$ cat src/rlsc_pkg.sv
package rlsc_pkg;

  // register map
  localparam logic [7:0] LINK_CTRL_OFFSET = 8'h22;
  localparam logic [7:0] LINK_CTRL_RESET  = 8'h00;
  localparam logic [7:0] READ_UNMAPPED    = 8'h00;

  // receiver-detect period codes
  localparam logic [1:0] PERIOD_8MS       = 2'h0;
  localparam logic [1:0] PERIOD_12MS      = 2'h1;

  // compliance entry codes
  localparam logic [1:0] ENTRY_AUTO       = 2'h0;
  localparam logic [1:0] ENTRY_DOWN       = 2'h1;
  localparam logic [1:0] ENTRY_UP         = 2'h2;
  localparam logic [1:0] ENTRY_NEVER      = 2'h3;

  localparam logic [3:0] EQ_ZERO          = 4'h0;

  // timing
  localparam int CLK_MHZ                  = 100;
  localparam int US_PER_MS                = 1000;
  localparam int DEBOUNCE_TIME_US         = 200;
  localparam int DETECT_SHORT_MS          = 8;
  localparam int DETECT_LONG_MS           = 12;
  localparam int DEBOUNCE_CYCLES          = DEBOUNCE_TIME_US * CLK_MHZ;
  localparam int DETECT_SHORT_CYCLES      = DETECT_SHORT_MS * US_PER_MS * CLK_MHZ;
  localparam int DETECT_LONG_CYCLES       = DETECT_LONG_MS * US_PER_MS * CLK_MHZ;
  localparam int DEBOUNCE_CNT_W           = 15;
  localparam int DETECT_CNT_W             = 21;

  typedef struct packed {
    logic       compliance_status_flag;
    logic       lowfreq_signal_equalize_en;
    logic       low_power_exit_debounce_en;
    logic       low_power_receiver_detect_off;
    logic [1:0] downstream_detect_period;
    logic [1:0] compliance_entry_select;
  } rlsc_ctrl_type;

  typedef struct packed {
    logic [3:0] first_downstream_eq_level;
    logic [3:0] second_downstream_eq_level;
    logic [3:0] upstream_receiver_eq_level;
  } rlsc_eq_type;

  typedef enum logic [1:0] {ST_OFF, ST_AUTO, ST_DOWN, ST_UP} rlsc_cm_state_type;

endpackage

$ cat src/rlsc_detect_interval.sv
module rlsc_detect_interval #(
  parameter int SHORT_CYCLES = rlsc_pkg::DETECT_SHORT_CYCLES,
  parameter int LONG_CYCLES  = rlsc_pkg::DETECT_LONG_CYCLES
) (
  // clock and reset
  input  wire logic       i_core_clk,
  input  wire logic       i_reset_n,
  // control
  input  wire logic       i_run,
  input  wire logic [1:0] i_period_sel,
  // result
  output logic            o_pulse
);

  localparam int unsigned W = rlsc_pkg::DETECT_CNT_W;
  localparam logic [W-1:0] SHORT_LAST = W'(SHORT_CYCLES - 1);
  localparam logic [W-1:0] LONG_LAST  = W'(LONG_CYCLES - 1);
  localparam logic [W-1:0] ONE        = W'(1);

  logic [W-1:0] cnt_q;
  logic [W-1:0] last;
  logic         wrap;

  // reserved codes fall back to the short period
  assign last = (i_period_sel == rlsc_pkg::PERIOD_12MS) ? LONG_LAST : SHORT_LAST;
  // >= so a shortened period mid-count still fires
  assign wrap = i_run && (cnt_q >= last);

  always_ff @(posedge i_core_clk or negedge i_reset_n) begin
    if (!i_reset_n) begin
      cnt_q <= '0;
    end else if (!i_run || wrap) begin
      cnt_q <= '0;
    end else begin
      cnt_q <= cnt_q + ONE;
    end
  end

  always_ff @(posedge i_core_clk or negedge i_reset_n) begin
    if (!i_reset_n) begin
      o_pulse <= 1'b0;
    end else begin
      o_pulse <= wrap;
    end
  end

  AST_PERIOD_LENGTH: assert property (@(posedge i_core_clk) disable iff (!i_reset_n)
    o_pulse |-> ($past(cnt_q) >= $past(last)) && cnt_q == '0)
    else $error("detect pulse off its period");

endmodule

$ cat src/rlsc_lfps_debounce.sv
module rlsc_lfps_debounce #(
  parameter int CYCLES = rlsc_pkg::DEBOUNCE_CYCLES
) (
  // clock and reset
  input  wire logic i_core_clk,
  input  wire logic i_reset_n,
  // control
  input  wire logic i_armed,
  input  wire logic i_lfps,
  input  wire logic i_debounce_en,
  // result
  output logic      o_exit
);

  localparam int unsigned W = rlsc_pkg::DEBOUNCE_CNT_W;
  localparam logic [W-1:0] LAST = W'(CYCLES - 1);
  localparam logic [W-1:0] ONE  = W'(1);

  logic [W-1:0] cnt_q;
  logic         fired_q;
  logic         fire;

  // one exit per lfps burst; a dropout restarts the wait
  assign fire = i_armed && i_lfps && !fired_q && (!i_debounce_en || cnt_q == LAST);

  always_ff @(posedge i_core_clk or negedge i_reset_n) begin
    if (!i_reset_n) begin
      cnt_q <= '0;
    end else if (!i_armed || !i_lfps || fired_q) begin
      cnt_q <= '0;
    end else if (cnt_q != LAST) begin
      cnt_q <= cnt_q + ONE;
    end
  end

  always_ff @(posedge i_core_clk or negedge i_reset_n) begin
    if (!i_reset_n) begin
      fired_q <= 1'b0;
      o_exit  <= 1'b0;
    end else begin
      fired_q <= (fired_q || fire) && i_armed && i_lfps;
      o_exit  <= fire;
    end
  end

  AST_NO_DEBOUNCE_EXIT: assert property (@(posedge i_core_clk) disable iff (!i_reset_n)
    (i_armed && i_lfps && !i_debounce_en && !fired_q) |=> o_exit)
    else $error("exit not raised one cycle after lfps without debounce");

  AST_DEBOUNCE_WAIT: assert property (@(posedge i_core_clk) disable iff (!i_reset_n)
    (fire && i_debounce_en) |-> (cnt_q == LAST))
    else $error("debounced exit before full count");

endmodule

$ cat src/rlsc_link_ctrl.sv
module rlsc_link_ctrl #(
  parameter int DEBOUNCE_CYCLES     = rlsc_pkg::DEBOUNCE_CYCLES,
  parameter int DETECT_SHORT_CYCLES = rlsc_pkg::DETECT_SHORT_CYCLES,
  parameter int DETECT_LONG_CYCLES  = rlsc_pkg::DETECT_LONG_CYCLES
) (
  // clock and reset
  input  wire logic                 i_core_clk,
  input  wire logic                 i_reset_n,
  // register port
  input  wire logic [7:0]           i_reg_addr,
  input  wire logic                 i_reg_wr_en,
  input  wire logic [7:0]           i_reg_wr_data,
  input  wire logic                 i_reg_rd_en,
  output logic [7:0]                o_reg_rd_data,
  output logic                      o_reg_rd_valid,
  // link state
  input  wire logic                 i_lfps_active,
  input  wire logic                 i_low_power_state,
  input  wire logic                 i_rx_detect_state,
  input  wire logic                 i_auto_compliance_enter,
  input  wire logic                 i_auto_compliance_exit,
  // equalization
  input  wire rlsc_pkg::rlsc_eq_type i_eq_level,
  output rlsc_pkg::rlsc_eq_type     o_eq_applied,
  // link actions
  output logic                      o_low_power_exit,
  output logic                      o_downstream_detect_pulse,
  output logic                      o_compliance_auto,
  output logic                      o_compliance_down,
  output logic                      o_compliance_up
);

  rlsc_pkg::rlsc_ctrl_type     ctrl_q;
  rlsc_pkg::rlsc_ctrl_type     wr_view;
  rlsc_pkg::rlsc_ctrl_type     rd_view;
  rlsc_pkg::rlsc_cm_state_type state_q;
  rlsc_pkg::rlsc_cm_state_type state_d;
  logic                        status_q;
  logic                        hit;
  logic                        detect_run;

  function automatic logic addr_hit(input logic [7:0] addr);
    addr_hit = (addr == rlsc_pkg::LINK_CTRL_OFFSET);
  endfunction

  assign hit     = addr_hit(i_reg_addr);
  assign wr_view = rlsc_pkg::rlsc_ctrl_type'(i_reg_wr_data);

  // software fields; status bit never stored from a write
  always_ff @(posedge i_core_clk or negedge i_reset_n) begin
    if (!i_reset_n) begin
      ctrl_q <= rlsc_pkg::rlsc_ctrl_type'(rlsc_pkg::LINK_CTRL_RESET);
    end else if (i_reg_wr_en && hit) begin
      ctrl_q                               <= wr_view;
      ctrl_q.compliance_status_flag        <= 1'b0;
    end
  end

  // read returns live status in place of the stored bit
  always_comb begin
    rd_view                        = ctrl_q;
    rd_view.compliance_status_flag = status_q;
  end

  always_ff @(posedge i_core_clk or negedge i_reset_n) begin
    if (!i_reset_n) begin
      o_reg_rd_data  <= rlsc_pkg::READ_UNMAPPED;
      o_reg_rd_valid <= 1'b0;
    end else begin
      o_reg_rd_valid <= i_reg_rd_en;
      if (i_reg_rd_en) begin
        o_reg_rd_data <= hit ? 8'(rd_view) : rlsc_pkg::READ_UNMAPPED;
      end
    end
  end

  // compliance entry; forced codes take effect the cycle after the write
  always_comb begin
    state_d = state_q;
    unique case (ctrl_q.compliance_entry_select)
      rlsc_pkg::ENTRY_AUTO: begin
        if (state_q == rlsc_pkg::ST_AUTO) begin
          state_d = i_auto_compliance_exit ? rlsc_pkg::ST_OFF : rlsc_pkg::ST_AUTO;
        end else begin
          state_d = i_auto_compliance_enter ? rlsc_pkg::ST_AUTO : rlsc_pkg::ST_OFF;
        end
      end
      rlsc_pkg::ENTRY_DOWN: begin
        state_d = rlsc_pkg::ST_DOWN;
      end
      rlsc_pkg::ENTRY_UP: begin
        state_d = rlsc_pkg::ST_UP;
      end
      rlsc_pkg::ENTRY_NEVER: begin
        state_d = rlsc_pkg::ST_OFF;
      end
    endcase
  end

  always_ff @(posedge i_core_clk or negedge i_reset_n) begin
    if (!i_reset_n) begin
      state_q           <= rlsc_pkg::ST_OFF;
      status_q          <= 1'b0;
      o_compliance_auto <= 1'b0;
      o_compliance_down <= 1'b0;
      o_compliance_up   <= 1'b0;
    end else begin
      state_q           <= state_d;
      status_q          <= (state_d != rlsc_pkg::ST_OFF);
      o_compliance_auto <= (state_d == rlsc_pkg::ST_AUTO);
      o_compliance_down <= (state_d == rlsc_pkg::ST_DOWN);
      o_compliance_up   <= (state_d == rlsc_pkg::ST_UP);
    end
  end

  // equalization steering
  always_ff @(posedge i_core_clk or negedge i_reset_n) begin
    if (!i_reset_n) begin
      o_eq_applied <= '0;
    end else if (i_lfps_active && !ctrl_q.lowfreq_signal_equalize_en) begin
      o_eq_applied.first_downstream_eq_level  <= rlsc_pkg::EQ_ZERO;
      o_eq_applied.second_downstream_eq_level <= rlsc_pkg::EQ_ZERO;
      o_eq_applied.upstream_receiver_eq_level <= rlsc_pkg::EQ_ZERO;
    end else begin
      o_eq_applied <= i_eq_level;
    end
  end

  rlsc_lfps_debounce #(
    .CYCLES        (DEBOUNCE_CYCLES)
  ) u_debounce (
    .i_core_clk    (i_core_clk),
    .i_reset_n     (i_reset_n),
    .i_armed       (i_low_power_state),
    .i_lfps        (i_lfps_active),
    .i_debounce_en (ctrl_q.low_power_exit_debounce_en),
    .o_exit        (o_low_power_exit)
  );

  // detect runs in rx.detect, and in u2/u3 unless suppressed
  assign detect_run = i_rx_detect_state ||
                      (i_low_power_state && !ctrl_q.low_power_receiver_detect_off);

  rlsc_detect_interval #(
    .SHORT_CYCLES  (DETECT_SHORT_CYCLES),
    .LONG_CYCLES   (DETECT_LONG_CYCLES)
  ) u_detect (
    .i_core_clk    (i_core_clk),
    .i_reset_n     (i_reset_n),
    .i_run         (detect_run),
    .i_period_sel  (ctrl_q.downstream_detect_period),
    .o_pulse       (o_downstream_detect_pulse)
  );

  AST_STATUS_TRACKS_MODE: assert property (@(posedge i_core_clk) disable iff (!i_reset_n)
    status_q == (o_compliance_auto || o_compliance_down || o_compliance_up))
    else $error("status bit disagrees with compliance outputs");

  AST_LOWFREQ_SIGNAL_EQUALIZE_EN_ZERO: assert property (@(posedge i_core_clk) disable iff (!i_reset_n)
    (i_lfps_active && !ctrl_q.lowfreq_signal_equalize_en) |=> (o_eq_applied == '0))
    else $error("equalization not zero during lfps");

  AST_LOWFREQ_SIGNAL_EQUALIZE_EN_KEPT: assert property (@(posedge i_core_clk) disable iff (!i_reset_n)
    (i_lfps_active && ctrl_q.lowfreq_signal_equalize_en) |=> (o_eq_applied == $past(i_eq_level)))
    else $error("programmed equalization lost during lfps");

  AST_DETECT_OFF_IN_LOW_POWER: assert property (@(posedge i_core_clk) disable iff (!i_reset_n)
    (!detect_run ##1 !detect_run) |=> !o_downstream_detect_pulse)
    else $error("receiver detect pulse while suppressed");

  AST_AUTO_ENTER: assert property (@(posedge i_core_clk) disable iff (!i_reset_n)
    (ctrl_q.compliance_entry_select == rlsc_pkg::ENTRY_AUTO && i_auto_compliance_enter && !status_q)
    |=> status_q && o_compliance_auto)
    else $error("auto compliance entry missed");

  AST_FORCED_DOWN: assert property (@(posedge i_core_clk) disable iff (!i_reset_n)
    (ctrl_q.compliance_entry_select == rlsc_pkg::ENTRY_DOWN) |=> (o_compliance_down && !o_compliance_up))
    else $error("forced downstream compliance not applied");

  AST_FORCED_UP: assert property (@(posedge i_core_clk) disable iff (!i_reset_n)
    (ctrl_q.compliance_entry_select == rlsc_pkg::ENTRY_UP) |=> (o_compliance_up && !o_compliance_down))
    else $error("forced upstream compliance not applied");

  AST_NEVER_COMPLIANT: assert property (@(posedge i_core_clk) disable iff (!i_reset_n)
    (ctrl_q.compliance_entry_select == rlsc_pkg::ENTRY_NEVER) |=> !status_q)
    else $error("compliance entered while disabled");

  AST_OTHER_ADDR_NO_WRITE: assert property (@(posedge i_core_clk) disable iff (!i_reset_n)
    (i_reg_wr_en && !hit) |=> $stable(ctrl_q))
    else $error("write to another offset changed the register");

  AST_STATUS_READ_LIVE: assert property (@(posedge i_core_clk) disable iff (!i_reset_n)
    (i_reg_rd_en && hit) |=> (o_reg_rd_valid && o_reg_rd_data[7] == $past(status_q)))
    else $error("status bit read back not from hardware");

endmodule

$ cat config.mk
export PLATFORM = sky130hd
export DESIGN_NAME = rlsc_link_ctrl
export DESIGN_NICKNAME = d
export VERILOG_FILES = /design/src/rlsc_pkg.sv /design/src/rlsc_detect_interval.sv /design/src/rlsc_lfps_debounce.sv /design/src/rlsc_link_ctrl.sv
export SDC_FILE = /design/constraint.sdc
export NUM_CORES = 1
export LEC_CHECK = 0
export BUFFER_PORTS_ARGS = -buffer_cell sky130_fd_sc_hd__buf_2
export CELL_PAD_IN_SITES_DETAIL_PLACEMENT = 0
export CELL_PAD_IN_SITES_GLOBAL_PLACEMENT = 2
export CORE_MARGIN = 2
export CORE_UTILIZATION = 36
export DETAILED_ROUTE_END_ITERATION = 6
export PLACE_DENSITY = 0.89
export SLEW_MARGIN = 20
export SYNTH_ARGS = -nofsm -noshare
export SYNTH_HDL_FRONTEND = slang
export SYNTH_HIERARCHICAL = 1
export SYNTH_SLANG_ARGS = --single-unit
$ cat constraint.sdc
create_clock -name i_core_clk -period 2.17 [get_ports i_core_clk]
set_clock_uncertainty 0.05 [all_clocks]
set_input_delay 0.434 -clock i_core_clk [delete_from_list [all_inputs] [get_ports i_core_clk]]
set_output_delay 0.434 -clock i_core_clk [all_outputs]
set_load 0.05 [all_outputs]
[Word level (Yosys, flattened, before mapping)]
Cells that the tools add are included.
Storage, ports and cells
  flip-flop bits (word level): 73
  input port bits: 37
  output and inout bits: 26
  logic and storage cells: 69
Operators by class
  add/subtract/negate cells: 2
  order comparisons: 1
  equal/unequal tests: 11
  muxes and demuxes: 10
  reductions and logical operators: 25
Operators by type and width (count)
  21-bit two-way mux: 2
  15-bit two-way mux: 2
  21-bit by 1-bit adder with 21-bit output, second input constant: 1
  21-bit greater-or-equal comparator: 1
  15-bit by 1-bit adder with 15-bit output, second input constant: 1
  15-bit == test, second input constant: 1
  15-bit inequality test, second input constant: 1
  12-bit two-way mux: 1
  1-bit logical AND: 9
  2-bit by 1-bit == test with 1-bit output, second input constant: 4
  2-bit == test, second input constant: 4
  8-bit by 6-bit == test with 1-bit output, second input constant: 1
  8-bit two-way mux: 1
  2-bit one-hot mux with 4 select lines: 1
  1-bit zero test: 7
  1-bit logical OR: 6
  2-bit nonzero test: 2
  1-bit two-way mux: 3
  2-bit zero test: 1

[Longest topological paths before layout]
  depth after elaboration: 6
  gate-level depth with buffers: 10

[By module]
Netlist, hierarchy kept.
Modules (own cells, without submodules)
  rlsc_detect_interval: instances 1, cells each 142, area an instance 1331.3 um^2, seq. area each 550.5 um^2
  rlsc_link_ctrl: instances 1, cells each 100, area an instance 1295.0 um^2, seq. area each 850.8 um^2
  rlsc_lfps_debounce: instances 1, cells each 89, area an instance 909.6 um^2, seq. area each 425.4 um^2

[Worst setup path before layout]
OpenSTA, ideal clock, no wires.
  path type: register to register
  from: register ctrl_q[3] in the netlist's numbering
  to: register u_detect.cnt_q[10]
  arrival: 1.787 ns
  slack: 0.210 ns
  cell stages (with the launch flop): 11
  cell sequence: dfrtp_1 -> nor2b_4 -> buf_6 -> inv_4 -> ha_1 -> nand2_1 -> o31ai_1 -> a31oi_1 -> a21oi_2 -> buf_6 -> nor3_1
On the way
  cells in the longest elaborated chain, start to end: 6
RTL lines
  start: declaration: line rlsc_link_ctrl.sv:33  | rlsc_pkg::rlsc_ctrl_type ctrl_q;
  start signal: assignment: line rlsc_link_ctrl.sv:52  | ctrl_q <= rlsc_pkg::rlsc_ctrl_type'(rlsc_pkg::LINK_CTRL_RESET);
  start signal: assignment: line rlsc_link_ctrl.sv:54  | ctrl_q <= wr_view;
  2-bit by 1-bit == test with 1-bit output: line rlsc_detect_interval.sv:25  | assign last = (i_period_sel == rlsc_pkg::PERIOD_12MS) ? LONG_LAST : SHORT_LAST;
  21-bit two-way mux: line rlsc_detect_interval.sv:25
  21-bit greater-or-equal comparator: line rlsc_detect_interval.sv:27  | assign wrap = i_run && (cnt_q >= last);
  1-bit logical AND: line rlsc_detect_interval.sv:27
  1-bit logical OR: line rlsc_detect_interval.sv:32  | end else if (!i_run || wrap) begin
  21-bit two-way mux: line rlsc_detect_interval.sv:32
  end signal: assignment: line rlsc_detect_interval.sv:35  | cnt_q <= cnt_q + ONE;
  end: declaration: line rlsc_detect_interval.sv:20  | logic [W-1:0] cnt_q;
Every way passes these cells.
A chain may end at the register's enable or synchronous reset.

[Worst setup path in the final report]
  from: register ctrl_q[3] in the netlist's numbering
  to: register u_detect.cnt_q[4]
Same word-level chain as after synthesis.

==> qor.csv <==
metric;value;unit
Port Buffer Count;61;
Slew headroom;69.0;%
final RePlAce weighted congestion;0.791;
Worst EP arrival;2.33;ns
initial antenna violation count;1;
largest net degree at the start of global routing;39;
DP Area;0.00400;sq mm
total grt overflow;0;
EDFF count, synth;0;
vias in the first global route;2582;
Final Non-Filler Cells;542;
Initial Util;36.7;%
register area share after synthesis;51.7;%
CTS tree;done;
Total Routed Length;7.30;mm
worst-skew pair later-pin latency;0.35;ns
CTS Sinks;73;
CTS Buffer Depth;2;
Mapped Nets;379;
number of synthesized register bits;73;
yosys warns;6;
Mapped Cells;331;
Initial DRC Count;76;
Tmin final;2.14;ns
Die Ht;103;microns
endpoint type of the worst setup path;register;
share of layout cells above drive strength 1;29.6;%
Worst Path Required;2.36;ns
TritonCTS Buffers;9;
MaxCap Viol Count;0;
Final nets;452;
final worst path period share;98.8;%
Worst-Margin Slew;0.465;ns
Vias;2676;
Root Driver;clkbuf_8;
mean post-synth cell area;10.7;sq um
Core Footprint;0.00964;sq mm
design area;0.00433;sq mm
Slew Viols, Final;0;
asr flop ratio synth;100;%
ys flop type;dfrtp_1;
RSZ-0062 raised after global routing;yes;
CTS clk-pin slew, worst paths;0.07;ns
DP Cell Count;521;
Unique masters post-synth;55;
Routed WL per cell;13.5;microns
IO Count;63;
area grow syn2layout;22.5;%
synthesized area;0.00354;sq mm
Post-DRT Antenna Nets;0;
Overall Global Routing Usage;14.8;%
Critical Path Fanout Max;7;
first-pass GRT wire length;12.0;mm
H-tree Lvls;3;
Setup Viol. Count Final;0;
hpwl dp;5.05;mm
Setup TNS;0;ns
PwrDens;640;mW/mm^2
Max VDD drop;0.338;mV
CP Launch Type;register;
Antenna diodes;0;
DR vias/cell;4.94;
outcome;finished, final reports clean;
# DRC;0;
DIE AREA;0.0106;sq mm
min-delay worst type;in2reg;
Cell Rows;36;
first-pass iteration count of the detailed router;4;
f_max;0.467;GHz
leakage;1.96;nW
final hold violation count;0;
die width;103;microns
Crit Path Class;reg2reg;
-- path summary, 6_finish.rpt --
| kind | to | from | slack [ns] | cells past startpoint |
|---|---|---|---|---|
| worst max-delay path | u_detect/cnt_q[4]$_DFF_PN0_ | ctrl_q[3]$_DFFE_PN0P_ | 0.03 | 9 |
| worst min-delay path | o_eq_applied[1]$_DFF_PN0_ | i_eq_level[1] | 0.24 | 2 |
| worst max register to register | u_detect/cnt_q[4]$_DFF_PN0_ | ctrl_q[3]$_DFFE_PN0P_ | 0.03 | 9 |
| worst min register to register | o_reg_rd_data[7]$_DFFE_PN0P_ | status_q$_DFF_PN0_ | 0.46 | 2 |
| max in group asynchronous | ctrl_q[2]$_DFFE_PN0P_ | i_reset_n | 0.95 | 3 |
| min in group asynchronous | u_debounce/cnt_q[0]$_DFFE_PN0P_ | i_reset_n | 0.51 | 2 |
-- stage by stage --
stage                     hold slack [ns]  total power, mW  util [%]  worst slack (ns)
after detailed placement            0.363             1.83      41.5             0.111
after global routing                0.222             2.93      45.0           -0.0963
after global placement              0.354             1.82      41.5             0.117
final                               0.236             2.77      45.0            0.0270
after floorplan                    0.0884             1.70         -             0.210
after CTS                           0.218             2.81      43.4            0.0353
-- layout make-up --
cell class	instances	area, sq um
fill	961	5310
timing repair buffer	75	434
clock inverter	2	12.5
clock buffer	14	163
sequential	73	1830
multi-input combinational	226	1650
inverter	19	76.3
tap	133	166
-- cell families after synthesis --
logic type      synth area share, %
flops                          51.7
fa+ha+maj                      4.18
mux                            2.80
xor+xnor                       7.18
buf+inv                        4.53
simple gates                   23.5
compound gates                 6.19
-- worst max-delay path: stages, from the launching register on --
cell	delay (ns)
dfrtp_1	0.42
nor2b_4	0.16
clkinv_4	0.11
ha_4	0.28
nand2_2	0.08
o31ai_4	0.27
a31oi_4	0.13
a21oi_4	0.25
buf_2	0.21
nor3_1	0.07
-- flip-flops by register name, indices dropped and copies added, names as in the netlist --
| register | count |
|---|---|
| u_detect/cnt_q | 21 |
| u_debounce/cnt_q | 15 |
| o_compliance_up | 1 |
| o_compliance_auto | 1 |
| o_compliance_down | 1 |
| o_eq_applied | 12 |
| u_detect/o_pulse | 1 |
| state_q | 2 |
| u_debounce/fired_q | 1 |
| o_reg_rd_data | 8 |
| ctrl_q | 7 |
| status_q | 1 |
| u_debounce/o_exit | 1 |
| o_reg_rd_valid | 1 |
-- cells in the mapped netlist (5+ instances only) --
cell type  number  area (sq um)
inv_1          18          67.6
xnor2_1        13           114
xor2_1         16           140
clkbuf_1        5          18.8
nand3_1        18          90.1
nand2_1        29           109
nor2_1         20          75.1
o22ai_1         9          56.3
nor3_1         24           120
and2_1         13          81.3
ha_1           11           138
a21oi_1         5          25.0
dfrtp_1        73          1830
nand4_1         9          56.3
mux2_2          7          78.8
-- placed cells by master (no fill, tap or decap), drive strengths merged, types with 2 or more instances in the layout --
cell / instances
nor2b: 2
mux2i: 2
dfrtp: 73
and4: 2
ha: 11
nand3: 21
a21oi: 6
nand2: 29
nor4b: 2
o21ai: 5
buf: 74
mux2: 7
a31oi: 3
and2: 13
nor3: 24
nor3b: 2
a211oi: 4
o22ai: 9
xor2: 16
xnor2: 13
nand4: 10
a31o: 2
nor4: 5
inv: 18
nand2b: 3
or3: 2
nor2: 20
clkbuf: 14
clkinv: 2
-- metal layers --
layer	track usage [%]	part of all wire, %	vias to the layer above
li1	-	-	1294
met2	22.8	47	64
met3	3.93	5.9	15
met5	0	0	-
met1	18.8	44	1303
met4	8.50	2.8	0
-- power by group --
group | leakage [nW] | switching [mW] | internal, mW
Clock | 0.0867 | 0.482 | 0.477
Combinational | 0.884 | 0.210 | 0.124
Sequential | 0.989 | 0.0505 | 1.43
-- repair_timing --
action                                  CTS  global route
hold buffers                              1             0
buffers inserted                          0             3
endpoints found under the setup margin    0            22
gates resized for setup                   0            27
hold endpoints to repair                 17             0
(Power assumes the default switching activity.)
